<file path="config.mk">
export PLATFORM = sky130hd
export DESIGN_NAME = external_data_stretch_timing
export DESIGN_NICKNAME = d
export VERILOG_FILES = /design/src/rtl/stretch_timing_pkg.sv /design/src/rtl/external_data_stretch_timing.sv /design/src/rtl/strobe_width_counter.sv
export SDC_FILE = /design/constraint.sdc
export NUM_CORES = 1
export LEC_CHECK = 0
export BUFFER_PORTS_ARGS = -buffer_cell sky130_fd_sc_hd__buf_2
export CORE_MARGIN = 2
export CORE_UTILIZATION = 54
export DETAILED_ROUTE_END_ITERATION = 10
export GPL_TIMING_DRIVEN = 0
export MAX_ROUTING_LAYER = met4
export PLACE_DENSITY = 0.76
export SYNTH_ARGS = -nofsm -noshare
export SYNTH_HDL_FRONTEND = slang
export SYNTH_SLANG_ARGS = --single-unit
</file>
<file path="constraint.sdc">
create_clock -name mclk -period 8.77 [get_ports mclk]
set_clock_uncertainty 0.05 [all_clocks]
set_input_delay 0.4385 -clock mclk [delete_from_list [all_inputs] [get_ports mclk]]
set_output_delay 0.4385 -clock mclk [all_outputs]
set_load 0.03 [all_outputs]
</file>
<file path="src/rtl/stretch_timing_pkg.sv">
// constants for the external data move stretch timing block
// assumes mclk runs at twice the oscillator rate, so one mclk is half an oscillator period
package stretch_timing_pkg;
	// clock rates and the half-oscillator tick
	localparam int MCLK_PERIOD_NS = 10;
	localparam int OSC_PERIOD_NS = 20; // oscillator_period
	localparam int TICKS_PER_OSC = OSC_PERIOD_NS / MCLK_PERIOD_NS;
	// machine cycle state base periods in oscillator periods (x2 for 0.5)
	localparam int MCS_HALF_OSC_X2 = 1; // 0.5 oscillator periods, mode 100
	localparam int MCS_NORM_OSC = 1; // mode 000
	localparam int MCS_DIV4_OSC = 4; // mode x10
	localparam int MCS_PMM_OSC = 1024; // mode x11
	// width base for stretch codes 1..7, in oscillator periods
	localparam int WB_DBL_OSC = 1;
	localparam int WB_NORM_OSC = 2;
	localparam int WB_DIV4_OSC = 4;
	localparam int WB_PMM_OSC = 4096;
	// same figures in mclk ticks
	localparam int MCS_DBL_TICKS = MCS_HALF_OSC_X2 * TICKS_PER_OSC / 2;
	localparam int MCS_NORM_TICKS = MCS_NORM_OSC * TICKS_PER_OSC;
	localparam int MCS_DIV4_TICKS = MCS_DIV4_OSC * TICKS_PER_OSC;
	localparam int MCS_PMM_TICKS = MCS_PMM_OSC * TICKS_PER_OSC;
	localparam int WB_DBL_TICKS = WB_DBL_OSC * TICKS_PER_OSC;
	localparam int WB_NORM_TICKS = WB_NORM_OSC * TICKS_PER_OSC;
	localparam int WB_DIV4_TICKS = WB_DIV4_OSC * TICKS_PER_OSC;
	localparam int WB_PMM_TICKS = WB_PMM_OSC * TICKS_PER_OSC;
	localparam int MCS_PER_MACHINE = 4;
	// register map (byte addresses)
	localparam logic [7:0] ADDR_CLOCK_CONTROL = 8'h00;
	localparam logic [7:0] ADDR_STATUS = 8'h04;
	// clock_control_reg fields
	localparam int STRETCH_LSB = 0;
	localparam int DOUBLE_BIT = 3;
	localparam int DIVIDE_LSB = 4;
	// reset values
	localparam logic [2:0] STRETCH_RESET = 3'h1;
	localparam logic DOUBLE_RESET = 1'b0;
	localparam logic [1:0] DIVIDE_RESET = 2'h2;
	// mode encodings of clock_divide_select
	localparam logic [1:0] DIV_NORMAL = 2'h0;
	localparam logic [1:0] DIV_QUARTER = 2'h2;
	localparam logic [1:0] DIV_PMM = 2'h3;
	typedef enum {ST_IDLE, ST_SETUP, ST_STROBE, ST_TAIL} move_state_t;
endpackage

</file>
<file path="src/rtl/external_data_stretch_timing.sv">
// read and write strobe sequencer for external data moves with a stretch setting
// assumes an apb master on mclk and a move request from the core on the same clock
`timescale 1ns/1ps
// How it works
// - stretch code comes from clock control register
// - move lasts 2,3,4,5,9,10,11,12 machine cycles
// - strobe is N base widths, code 0 half
// - base period follows the clock selection mode
// - divide field resets to binary 10
module external_data_stretch_timing #(
	parameter int unsigned PMM_MCS_TICKS = stretch_timing_pkg::MCS_PMM_TICKS,
	parameter int unsigned PMM_WB_TICKS = stretch_timing_pkg::WB_PMM_TICKS,
	parameter int CW = 20
) (
	input wire logic mclk, // system clock, 100 MHz
	input wire logic rst_b, // async reset, active low
	input wire logic psel, // apb select
	input wire logic penable, // apb access phase
	input wire logic pwrite, // apb direction
	input wire logic [7:0] paddr, // apb byte address
	input wire logic [31:0] pwdata, // apb write data
	output logic [31:0] prdata, // apb read data
	output logic pready, // apb ready
	output logic pslverr, // apb error on unmapped address
	input wire logic moveReq, // external_data_move request, held until ack
	input wire logic moveWrite, // 1 for a write move
	output logic moveAck, // request taken this cycle
	output logic moveDone, // one-cycle pulse when the move ends
	output logic moveBusy, // move in progress
	output logic rdStrobe_b, // read strobe, active low
	output logic wrStrobe_b // write strobe, active low
);
	logic [2:0] stretchSelect, next_stretchSelect;
	logic clockDoubleSelect, next_clockDoubleSelect;
	logic [1:0] clockDivideSelect, next_clockDivideSelect;
	stretch_timing_pkg::move_state_t state, next_state;
	logic [CW-1:0] phaseCnt, next_phaseCnt;
	logic [CW-1:0] curMachine, next_curMachine;
	logic [CW-1:0] curWidth, next_curWidth;
	logic [CW-1:0] curTotal, next_curTotal;
	logic [2:0] curCode, next_curCode;
	logic curWrite, next_curWrite;
	logic next_rdStrobe_b, next_wrStrobe_b, next_moveDone;
	logic [CW-1:0] mcsTicks, wbTicks, machineTicks, widthTicks, totalTicks;
	logic [3:0] machineCycles;
	logic timerLoad, timerExpired;
	logic apbWrite, addrHit;
	////////////////////////////////////////////////////////////////
	// apb slave: zero wait states, unmapped addresses answer pslverr
	assign apbWrite = psel && penable && pwrite;
	assign addrHit = (paddr == stretch_timing_pkg::ADDR_CLOCK_CONTROL) ||
		(paddr == stretch_timing_pkg::ADDR_STATUS);
	assign pready = 1'b1;
	assign pslverr = psel && penable && !addrHit;
	// read mux; the status word shows the live sequencer state
	always_comb
	begin
		prdata = 32'h0;
		if (paddr == stretch_timing_pkg::ADDR_CLOCK_CONTROL)
		begin
			prdata[stretch_timing_pkg::STRETCH_LSB +: 3] = stretchSelect;
			prdata[stretch_timing_pkg::DOUBLE_BIT] = clockDoubleSelect;
			prdata[stretch_timing_pkg::DIVIDE_LSB +: 2] = clockDivideSelect;
		end
		else if (paddr == stretch_timing_pkg::ADDR_STATUS)
		begin
			prdata[0] = moveBusy;
			prdata[1] = !rdStrobe_b;
			prdata[2] = !wrStrobe_b;
			prdata[6:4] = curCode;
		end
	end
	// clock_control_reg next values; mid-move writes only affect the next move
	always_comb
	begin
		next_stretchSelect = stretchSelect;
		next_clockDoubleSelect = clockDoubleSelect;
		next_clockDivideSelect = clockDivideSelect;
		if (apbWrite && paddr == stretch_timing_pkg::ADDR_CLOCK_CONTROL)
		begin
			next_stretchSelect = pwdata[stretch_timing_pkg::STRETCH_LSB +: 3];
			next_clockDoubleSelect = pwdata[stretch_timing_pkg::DOUBLE_BIT];
			next_clockDivideSelect = pwdata[stretch_timing_pkg::DIVIDE_LSB +: 2];
		end
	end
	always_ff @(posedge mclk or negedge rst_b)
	begin
		if (!rst_b)
		begin
			stretchSelect <= stretch_timing_pkg::STRETCH_RESET;
			clockDoubleSelect <= stretch_timing_pkg::DOUBLE_RESET;
			clockDivideSelect <= stretch_timing_pkg::DIVIDE_RESET;
		end
		else
		begin
			stretchSelect <= next_stretchSelect;
			clockDoubleSelect <= next_clockDoubleSelect;
			clockDivideSelect <= next_clockDivideSelect;
		end
	end
	////////////////////////////////////////////////////////////////
	// timing decode; the double bit only matters when the divide field is 0x
	always_comb
	begin
		case (clockDivideSelect)
			stretch_timing_pkg::DIV_QUARTER:
			begin
				mcsTicks = CW'(stretch_timing_pkg::MCS_DIV4_TICKS);
				wbTicks = CW'(stretch_timing_pkg::WB_DIV4_TICKS);
			end
			stretch_timing_pkg::DIV_PMM:
			begin
				mcsTicks = CW'(PMM_MCS_TICKS);
				wbTicks = CW'(PMM_WB_TICKS);
			end
			default:
			begin
				mcsTicks = clockDoubleSelect ? CW'(stretch_timing_pkg::MCS_DBL_TICKS) :
					CW'(stretch_timing_pkg::MCS_NORM_TICKS);
				wbTicks = clockDoubleSelect ? CW'(stretch_timing_pkg::WB_DBL_TICKS) :
					CW'(stretch_timing_pkg::WB_NORM_TICKS);
			end
		endcase
		// machine cycles per move: small codes add two, large ones add five
		machineCycles = stretchSelect[2] ? 4'(stretchSelect) + 4'h5 :
			4'(stretchSelect) + 4'h2;
		machineTicks = CW'(mcsTicks * stretch_timing_pkg::MCS_PER_MACHINE);
		totalTicks = CW'(machineTicks * machineCycles);
		// code zero is half the code-one width
		widthTicks = (stretchSelect == 3'h0) ? (wbTicks >> 1) :
			CW'(wbTicks * stretchSelect);
	end
	////////////////////////////////////////////////////////////////
	// move sequencer: one machine cycle of setup, the strobe, then the tail
	assign moveBusy = (state != stretch_timing_pkg::ST_IDLE);
	assign moveAck = moveReq && !moveBusy;
	assign timerLoad = (state == stretch_timing_pkg::ST_SETUP) && (phaseCnt == '0);
	always_comb
	begin
		next_state = state;
		next_phaseCnt = phaseCnt;
		next_curMachine = curMachine;
		next_curWidth = curWidth;
		next_curTotal = curTotal;
		next_curCode = curCode;
		next_curWrite = curWrite;
		next_rdStrobe_b = rdStrobe_b;
		next_wrStrobe_b = wrStrobe_b;
		next_moveDone = 1'b0;
		case (state)
			stretch_timing_pkg::ST_IDLE:
				if (moveAck)
				begin
					// settings are frozen for the whole move
					next_curMachine = machineTicks;
					next_curWidth = widthTicks;
					next_curTotal = totalTicks;
					next_curCode = stretchSelect;
					next_curWrite = moveWrite;
					next_phaseCnt = machineTicks - CW'(1);
					next_state = stretch_timing_pkg::ST_SETUP;
				end
			stretch_timing_pkg::ST_SETUP:
				if (phaseCnt == '0)
				begin
					next_rdStrobe_b = curWrite;
					next_wrStrobe_b = !curWrite;
					next_state = stretch_timing_pkg::ST_STROBE;
				end
				else
					next_phaseCnt = phaseCnt - CW'(1);
			stretch_timing_pkg::ST_STROBE:
				if (timerExpired)
				begin
					next_rdStrobe_b = 1'b1;
					next_wrStrobe_b = 1'b1;
					next_phaseCnt = curTotal - curMachine - curWidth - CW'(1);
					next_state = stretch_timing_pkg::ST_TAIL;
				end
			stretch_timing_pkg::ST_TAIL:
				if (phaseCnt == '0)
				begin
					next_moveDone = 1'b1;
					next_state = stretch_timing_pkg::ST_IDLE;
				end
				else
					next_phaseCnt = phaseCnt - CW'(1);
			default:
				next_state = stretch_timing_pkg::ST_IDLE;
		endcase
	end
	always_ff @(posedge mclk or negedge rst_b)
	begin
		if (!rst_b)
		begin
			state <= stretch_timing_pkg::ST_IDLE;
			phaseCnt <= '0;
			curMachine <= '0;
			curWidth <= '0;
			curTotal <= '0;
			curCode <= 3'h0;
			curWrite <= 1'b0;
			rdStrobe_b <= 1'b1;
			wrStrobe_b <= 1'b1;
			moveDone <= 1'b0;
		end
		else
		begin
			state <= next_state;
			phaseCnt <= next_phaseCnt;
			curMachine <= next_curMachine;
			curWidth <= next_curWidth;
			curTotal <= next_curTotal;
			curCode <= next_curCode;
			curWrite <= next_curWrite;
			rdStrobe_b <= next_rdStrobe_b;
			wrStrobe_b <= next_wrStrobe_b;
			moveDone <= next_moveDone;
		end
	end
	// loaded with width minus one so the strobe is low exactly curWidth ticks
	strobe_width_counter #(.WIDTH(CW)) i_strobe_width_counter (
		.mclk(mclk),
		.rst_b(rst_b),
		.load(timerLoad),
		.loadValue(curWidth - CW'(1)),
		.expired(timerExpired)
	);
	////////////////////////////////////////////////////////////////
	// checking helpers: cycles busy, cycles of strobe low, first cycle after reset
	logic [CW-1:0] busyCnt, lowCnt;
	logic firstCycle;
	always_ff @(posedge mclk or negedge rst_b)
	begin
		if (!rst_b)
		begin
			busyCnt <= '0;
			lowCnt <= '0;
			firstCycle <= 1'b1;
		end
		else
		begin
			busyCnt <= moveBusy ? busyCnt + CW'(1) : '0;
			lowCnt <= (!rdStrobe_b || !wrStrobe_b) ? lowCnt + CW'(1) : '0;
			firstCycle <= 1'b0;
		end
	end
	property p_code_latched;
		@(posedge mclk) disable iff (!rst_b)
		moveAck |=> (curCode == $past(stretchSelect));
	endproperty
	a_code_latched: assert property (p_code_latched) else $error("move code not latched");
	property p_move_length;
		@(posedge mclk) disable iff (!rst_b)
		moveDone |-> (busyCnt == curTotal) && (curTotal == curMachine * (curCode[2] ?
			CW'(curCode) + CW'(5) : CW'(curCode) + CW'(2)));
	endproperty
	a_move_length: assert property (p_move_length) else $error("move length wrong");
	property p_strobe_width;
		@(posedge mclk) disable iff (!rst_b)
		$rose(rdStrobe_b && wrStrobe_b) |-> lowCnt == curWidth;
	endproperty
	a_strobe_width: assert property (p_strobe_width) else $error("strobe width wrong");
	property p_strobe_start;
		@(posedge mclk) disable iff (!rst_b)
		$fell(rdStrobe_b && wrStrobe_b) |-> busyCnt == curMachine;
	endproperty
	a_strobe_start: assert property (p_strobe_start) else $error("strobe start wrong");
	// a move taken in power management mode freezes the slow machine cycle and strobe width
	property p_pmm_base;
		@(posedge mclk) disable iff (!rst_b)
		(moveAck && clockDivideSelect == stretch_timing_pkg::DIV_PMM) |=>
			curMachine == CW'(PMM_MCS_TICKS * stretch_timing_pkg::MCS_PER_MACHINE) &&
			curWidth == ((curCode == 3'h0) ? CW'(PMM_WB_TICKS / 2) : CW'(PMM_WB_TICKS * curCode));
	endproperty
	a_pmm_base: assert property (p_pmm_base) else $error("pmm base wrong");
	property p_reset_divide;
		@(posedge mclk) disable iff (!rst_b)
		firstCycle |-> clockDivideSelect == stretch_timing_pkg::DIVIDE_RESET;
	endproperty
	a_reset_divide: assert property (p_reset_divide) else $error("divide reset wrong");
	property p_strobe_release;
		@(posedge mclk) disable iff (!rst_b)
		(state == stretch_timing_pkg::ST_STROBE && timerExpired) |=> rdStrobe_b && wrStrobe_b;
	endproperty
	a_strobe_release: assert property (p_strobe_release) else $error("strobe not released");
	// only the strobe of the move's direction may be low, so never both at once
	property p_one_strobe;
		@(posedge mclk) disable iff (!rst_b)
		(rdStrobe_b || !curWrite) && (wrStrobe_b || curWrite);
	endproperty
	a_one_strobe: assert property (p_one_strobe) else $error("strobe direction wrong");
	c_read: cover property (@(posedge mclk) disable iff (!rst_b) $rose(rdStrobe_b));
	c_write: cover property (@(posedge mclk) disable iff (!rst_b) $rose(wrStrobe_b));
	c_code0: cover property (@(posedge mclk) disable iff (!rst_b) moveDone && curCode == 3'h0);
	c_code7: cover property (@(posedge mclk) disable iff (!rst_b) moveDone && curCode == 3'h7);
endmodule // external_data_stretch_timing

</file>
<file path="src/rtl/strobe_width_counter.sv">
// down counter that times the active strobe in mclk ticks
// assumes load is a one-cycle pulse from the move sequencer on the same clock
`timescale 1ns/1ps
module strobe_width_counter #(
	parameter int WIDTH = 20
) (
	input wire logic mclk, // system clock
	input wire logic rst_b, // async reset, active low
	input wire logic load, // start a new strobe
	input wire logic [WIDTH-1:0] loadValue, // strobe length minus one
	output logic expired // count reached zero
);
	logic [WIDTH-1:0] count;
	logic [WIDTH-1:0] next_count;

	////////////////////////////////////////////////////////////////
	// reload on start, otherwise count down and park at zero
	always_comb
	begin
		next_count = count;
		if (load)
			next_count = loadValue;
		else if (count != '0)
			next_count = count - WIDTH'(1);
	end

	always_ff @(posedge mclk or negedge rst_b)
	begin
		if (!rst_b)
			count <= '0;
		else
			count <= next_count;
	end

	assign expired = (count == '0);
endmodule // strobe_width_counter

</file>
Word-level counts from Yosys, hierarchy flattened. Cells that the tools add are included.

Flip-flop bits (word level): 141. Latch bits: 0. Memory bits (writable): 0. ROM bits: 0. Input port bits: 47. Output and inout bits: 39. Logic and storage cells: 94. Memories: 0.

Add/subtract/negate cells: 9. $mul: 2. Divide/modulo/power cells: 0. Order comparisons: 0. Equal/unequal tests: 12. Shifts and indexed selects: 0. Muxes and demuxes: 30. Bitwise logic cells: 0. Reductions and logical operators: 27.

Operators with widths (count): $mux 32 (4); $pmux 32 s4 (1); $mux 20 (6); $sub 20x1->20 const B (5); $eq 32x2->1 const B (3); $pmux 20 s3 (1); $logic_not 20->1 (2); $sub 20x20->20 (2); $eq 32x1->1 const B (1); $logic_not 32->1 (1); $reduce_bool 32->1 (1); $pmux 14 s2 (1); $pmux 12 s2 (1); $mul 20x3->20 (1); $reduce_bool 20->1 (1); $mul 18x4->18 (1); $mux 3 (4); $eq 8x3->1 const B (1); $logic_not 8->1 (1); $ne 2x2->1 const B (4); $reduce_and 4->1 (2); $mux 1 (7); $logic_and 1x1->1 (6); $logic_not 1->1 (5); other kinds (14) (18).

Logic depth before layout (Yosys ltp).
Depth in word-level cells: 5. Depth in mapped cells: 16. Mapped depth without buffers: 13.

By module. Synthesis repeated with hierarchy kept, for this count alone.

Cell total of the unflattened synthesis: 690. Area total of the unflattened synthesis: 6054.6 um2.

Modules (own cells, without submodules): external_data_stretch_timing (instances 1, cells an instance 567, area an instance 4852.2 um2, sequential area each 1556.5 um2); strobe_width_counter (instances 1, cells an instance 123, area an instance 1202.4 um2, sequential area each 500.5 um2).

Worst setup path before layout. OpenSTA, ideal clock, no wires.

Kind: reg-to-reg. Start point: register phaseCnt[7]. End point: register i_strobe_width_counter.count[16]. Setup time: 0.067 ns. Data arrival time: 3.377 ns. Data required time: 8.653 ns. Setup slack: 5.276 ns. Stages on the path, launching flop included: 16. Buffers on the path: 4. Period minus slack after synthesis: 3.494 ns. Path through: dfrtp_1 -> or4_1 -> clkbuf_1 -> or3b_1 -> buf_2 -> nor2_1 -> nand2_1 -> clkbuf_1 -> a21oi_1 -> ha_1 -> clkbuf_1 -> nand4_1 -> or4_1 -> o21ai_0 -> nand2_1 -> nand2_1.

Longest elaborated chain between the ends: 3. Elaborated cells between the ends (all ways): 4. Classes of those cells: 1 x mux; 3 x reduce/logical.

Ends and longest elaborated chain: start, declared (line external_data_stretch_timing.sv:37) `logic [CW-1:0] phaseCnt, next_phaseCnt;`; start signal, assigned (line external_data_stretch_timing.sv:210) `phaseCnt <= next_phaseCnt;`; $logic_not 20->1 (*) (line external_data_stretch_timing.sv:137) `assign timerLoad = (state == stretch_timing_pkg::ST_SETUP) && (phaseCnt == '0);`; $logic_and 1x1->1 (*) (line external_data_stretch_timing.sv:137); $mux 20 / $reduce_bool 2->1 (equally long branches); end signal, assigned (line strobe_width_counter.sv:32) `count <= next_count;`; end, declared (line strobe_width_counter.sv:13) `logic [WIDTH-1:0] count;`.

Mark *: on every way between the ends. The rest lies on a longest branch, timed or not. A chain may end at the register's enable or synchronous reset.

Worst setup path in the final report.
Start point: register phaseCnt[7]. End point: register i_strobe_width_counter.count[18].

The elaborated chain is that of the path after synthesis.

==> qor.log <==
qor: status.status completed
qor: yosys.synth.top_cells.by_area dfrtp_1 32%, ha_1 9.4%, nand2_1 5.0%
qor: power_and_ir_drop.internal_power 1036 uW
qor: worst_hold_path.min_delay_path_depth 3
qor: cells_and_area.post_route_cells_drive_above_1_share 0.1297
qor: route.remaining_drc_errors 0
qor: yosys.ffs_latches_synth 82
qor: setup_path.reg2regPathDepth 13
qor: yosys.synth_flop_cell dfrtp_1
qor: die.top_level_ports 86
qor: yosys.synthDominantAreaCellType dfrtp_1
qor: sta.final_hold_viol_count 0
qor: setup_path.cp_max_fo 10
qor: die.vertical_die_dimension 109.5 um
qor: place.gp_congestion 0.9138
qor: sta.period_needed 4.319 ns
qor: route.drt_pass1_iterations 5
qor: place.dpl.hpwl 11.47 mm
qor: setup_path.cp_data_arrival_time 4.59 ns
qor: yosys.post_synth_and_or_nand_nor_area_fraction 0.1938
qor: setup_path.r2r_setup_slack 4.45 ns
qor: cts.ctsHoldBuffers 1
qor: sta.timing.final.max_slew_violations 0
qor: grt.number_of_global_route_vias_before_repair 5029
qor: cts.clock_latency 0.38 ns
qor: route.drtAntennaViolNets 0
qor: cts.cts-root-buf clkbuf_8
qor: grt.number_of_antenna_violations_at_the_first_check_in_global_routing 0
qor: yosys.muxShareOfSynthArea 0.02789
qor: sta.post-route-period-util 0.4924
qor: cts.clk_transition_reported_paths 0.10 ns
qor: yosys.synth_top_family_by_area simple AND/OR/NAND/NOR gates
qor: cts.cts.repair_timing.setup_buffer_count 0
qor: setup_path.rr_startpoint phaseCnt[7]$_DFFE_PN0P_
qor: cells_and_area.final-instance-count-excl-fill 911
qor: die.fp.dieW 109.5 um
qor: cts.ctsLongestPathBuffers 2
qor: grt.first_pass_grt_wire_length 24.80 mm
qor: power_and_ir_drop.power.density_cell_area 296.4 nW/um^2
qor: sta.finalSetupViolCount 0
qor: route.vias 5295
qor: yosys.synth-edff-count 0
qor: place.place.port_buffers 32
qor: grt.grt_start_max_net_pins 60
qor: route.drt_first_iter_violations 311
qor: run.number_of_violations_of_the_max_capacitance_limit 0
qor: yosys.synth-async-reset-ratio 1.000
qor: die.core 10840 sq um
qor: sta.timing_worst_slew_pin_value 0.8584 ns
qor: setup_path.crit-reg2reg-capture i_strobe_width_counter.count[18]$_DFFE_PN0P_
qor: setup_path.end_kind flip-flop
qor: power_and_ir_drop.leakage 0.003212 uW
qor: setup_path.crit_start phaseCnt[7]$_DFFE_PN0P_
qor: cts.cts_inserted_buffers 9
qor: yosys.post_synth.cell_area_avg 8.626 sq um
qor: route.post_drt_via_cell_ratio 5.812
qor: cts.clock_tree_from_tritoncts done
qor: yosys.synth.cell_area 6012 sq um
qor: setup_path.timing_worst_setup_path_type flip-flop to flip-flop
qor: cells_and_area.final_util 0.6147
qor: cts.cts_sinks 82
qor: sta.summed_negative_setup_slack_over_all_endpoints 0 ns
qor: yosys.synth_cell_type_count 65
qor: power_and_ir_drop.netSwitchingFraction 0.4756
qor: cells_and_area.flow.area_growth_from_synthesis 10.84%
qor: cells_and_area.nNetsFinal 865
qor: yosys.synth_xor_xnor_area_share 0.05827
qor: yosys.synth_fa_ha_area_frac 0.1170
qor: power_and_ir_drop.netSwitchingPower 939.3 uW
qor: die.site_row_count 38
qor: yosys.ys_seq_area_frac 0.3421
qor: route.post_drt_wl_per_cell 16.31 um
qor: yosys.ys_warn_count 0
qor: grt.grt.total_usage 0.2727
qor: sta.fmax 231.6 MHz
qor: yosys.synthesis.instances 697
qor: power_and_ir_drop.power.share.clock 0.134
qor: power_and_ir_drop.irDropWorstVdd 0.1656 mV
qor: die.die_area 11990 sq um
qor: power_and_ir_drop.comb_power_share 0.546
qor: cts.cts_htree_levels 3
qor: place.place_inst 894
qor: sta.rsz0062_at_grt false
qor: cts.cts_resized 0
qor: setup_path.timing.critical_path.required 9.04 ns
qor: yosys.synthesized_area_fraction_occupied_by_ao_oa_aoi_and_oai_cells 0.1823
qor: setup_path.start_kind flip-flop
qor: power_and_ir_drop.power.total 1975 uW
qor: worst_hold_path.hold_path_class input port to flip-flop
qor: grt.grt_overflow_total 0
qor: cells_and_area.n_antenna_cell 0
qor: yosys.synth_top_area_frac 0.3247
qor: sta.slew_headroom 0.4233
qor: setup_path.endpoint i_strobe_width_counter.count[18]$_DFFE_PN0P_
qor: route.drt_wl_total 14.86 mm
qor: power_and_ir_drop.seqPwrFrac 0.320
qor: die.start_util 0.5546
==> Yosys cell counts, drive strengths merged (6+ instances only) <==
| cell | count |
|---|---|
| inv | 43 |
| nor4 | 9 |
| xnor2 | 19 |
| or4 | 7 |
| a31oi | 8 |
| xor2 | 21 |
| o31ai | 8 |
| nor2b | 6 |
| a211oi | 10 |
| clkbuf | 21 |
| mux2i | 10 |
| mux2 | 6 |
| ha | 45 |
| and3 | 6 |
| and2 | 6 |
| nand3 | 14 |
| nand2 | 80 |
| fa | 7 |
| nor3 | 18 |
| buf | 31 |
| nand2b | 8 |
| o21ai | 50 |
| o22ai | 10 |
| nor2 | 64 |
| a21o | 9 |
| dfrtp | 78 |
| a21oi | 33 |
==> power groups by stage <==
stage	registers, uW	logic, uW	clock network (uW)
2_1_floorplan	610	802	0
3_3_place_gp	625	1030	0
3_5_place_dp	634	1060	0
4_1_cts	628	1060	268
5_1_grt	647	1190	285
6_report	632	1080	265
==> stage by stage <==
stage	area, sq um	worst slack [ns]	hold WS (ns)
after detailed placement	6467	4.503	0.3241
after CTS	6664	4.491	0.2191
after global routing	6664	4.110	0.2188
after floorplan	6102	5.276	0.09291
after global placement	6437	4.642	0.3761
final	6664	4.451	0.2245
==> state kept, by name, summed over array words and instances, names as in the netlist <==
signal and count:
state 2, curWidth 11, phaseCnt 20, i_strobe_width_counter.count 20, curTotal 12, curMachine 4, stretchSelect 3, wrStrobe_b 1
curCode 3, moveDone 1, clockDoubleSelect 1, clockDivideSelect 2, rdStrobe_b 1, curWrite 1
==> worst min path at each step <==
stage / end / start / slack (ns)
2_1_floorplan: clockDivideSelect[0]$_DFFE_PN0P_ / rst_b / 0.09
3_3_place_gp: wrStrobe_b$_DFFE_PN1P_ / curWrite$_DFFE_PN0P_ / 0.38
3_5_place_dp: curTotal[7]$_DFFE_PN0P_ / rst_b / 0.32
4_1_cts: curWrite$_DFFE_PN0P_ / moveWrite / 0.22
5_1_grt: curWrite$_DFFE_PN0P_ / moveWrite / 0.22
6_report: curWrite$_DFFE_PN0P_ / moveWrite / 0.22
==> metal layers <==
metal  up-vias  GRT usage  part of all wire
met5         -          -                 0
met4         0     0.1166             0.024
met3        30    0.03557             0.066
met2       210     0.4312              0.47
met1      2509     0.3537              0.44
li1       2546          -                 -
==> area by class of cell <==
cell class	count	area (sq um)
Fill cell	967	4177
Inverter	43	161.4
Multi-Input combinational cell	544	3580
Sequential cell	82	2057
Tap cell	140	175.2
Clock inverter	6	48.80
Timing Repair Buffer	34	200.2
Buffer	52	304.0
Clock buffer	10	137.6
==> layout by cell type (no fill, tap or decap), drive strengths merged, types with 8 or more instances in the layout <==
cell type  instances
nand2             80
dfrtp             78
nor2              64
buf               64
o21ai             50
ha                45
inv               45
a21oi             33
clkbuf            31
conb              26
xor2              21
xnor2             19
nor3              18
nand3             14
mux2i             10
a211oi            10
o22ai             10
a21o               9
nor4               9
nand2b             8
a31oi              8
o31ai              8
==> cells by family after synthesis <==
family,after synthesis
and+or+nand+nor,244
AOI/OAI and AO/OA,166
buffers and inverters,95
DFF,82
adders and majority gates,52
xor gates and xnor gates,40
muxes,16
other,2
==> critical path, cell delays in order, from the launching register on <==
cell	delay, ns
dfrtp_1	0.43
or4_1	0.50
clkbuf_1	0.17
nor3b_1	0.49
and3_1	0.24
clkbuf_1	0.31
mux2i_1	0.32
ha_1	0.20
clkbuf_1	0.35
nand4_1	0.36
a311oi_1	0.49
xor2_1	0.20
nand2_1	0.07
nand2_1	0.08
(Power assumes the default switching activity.)
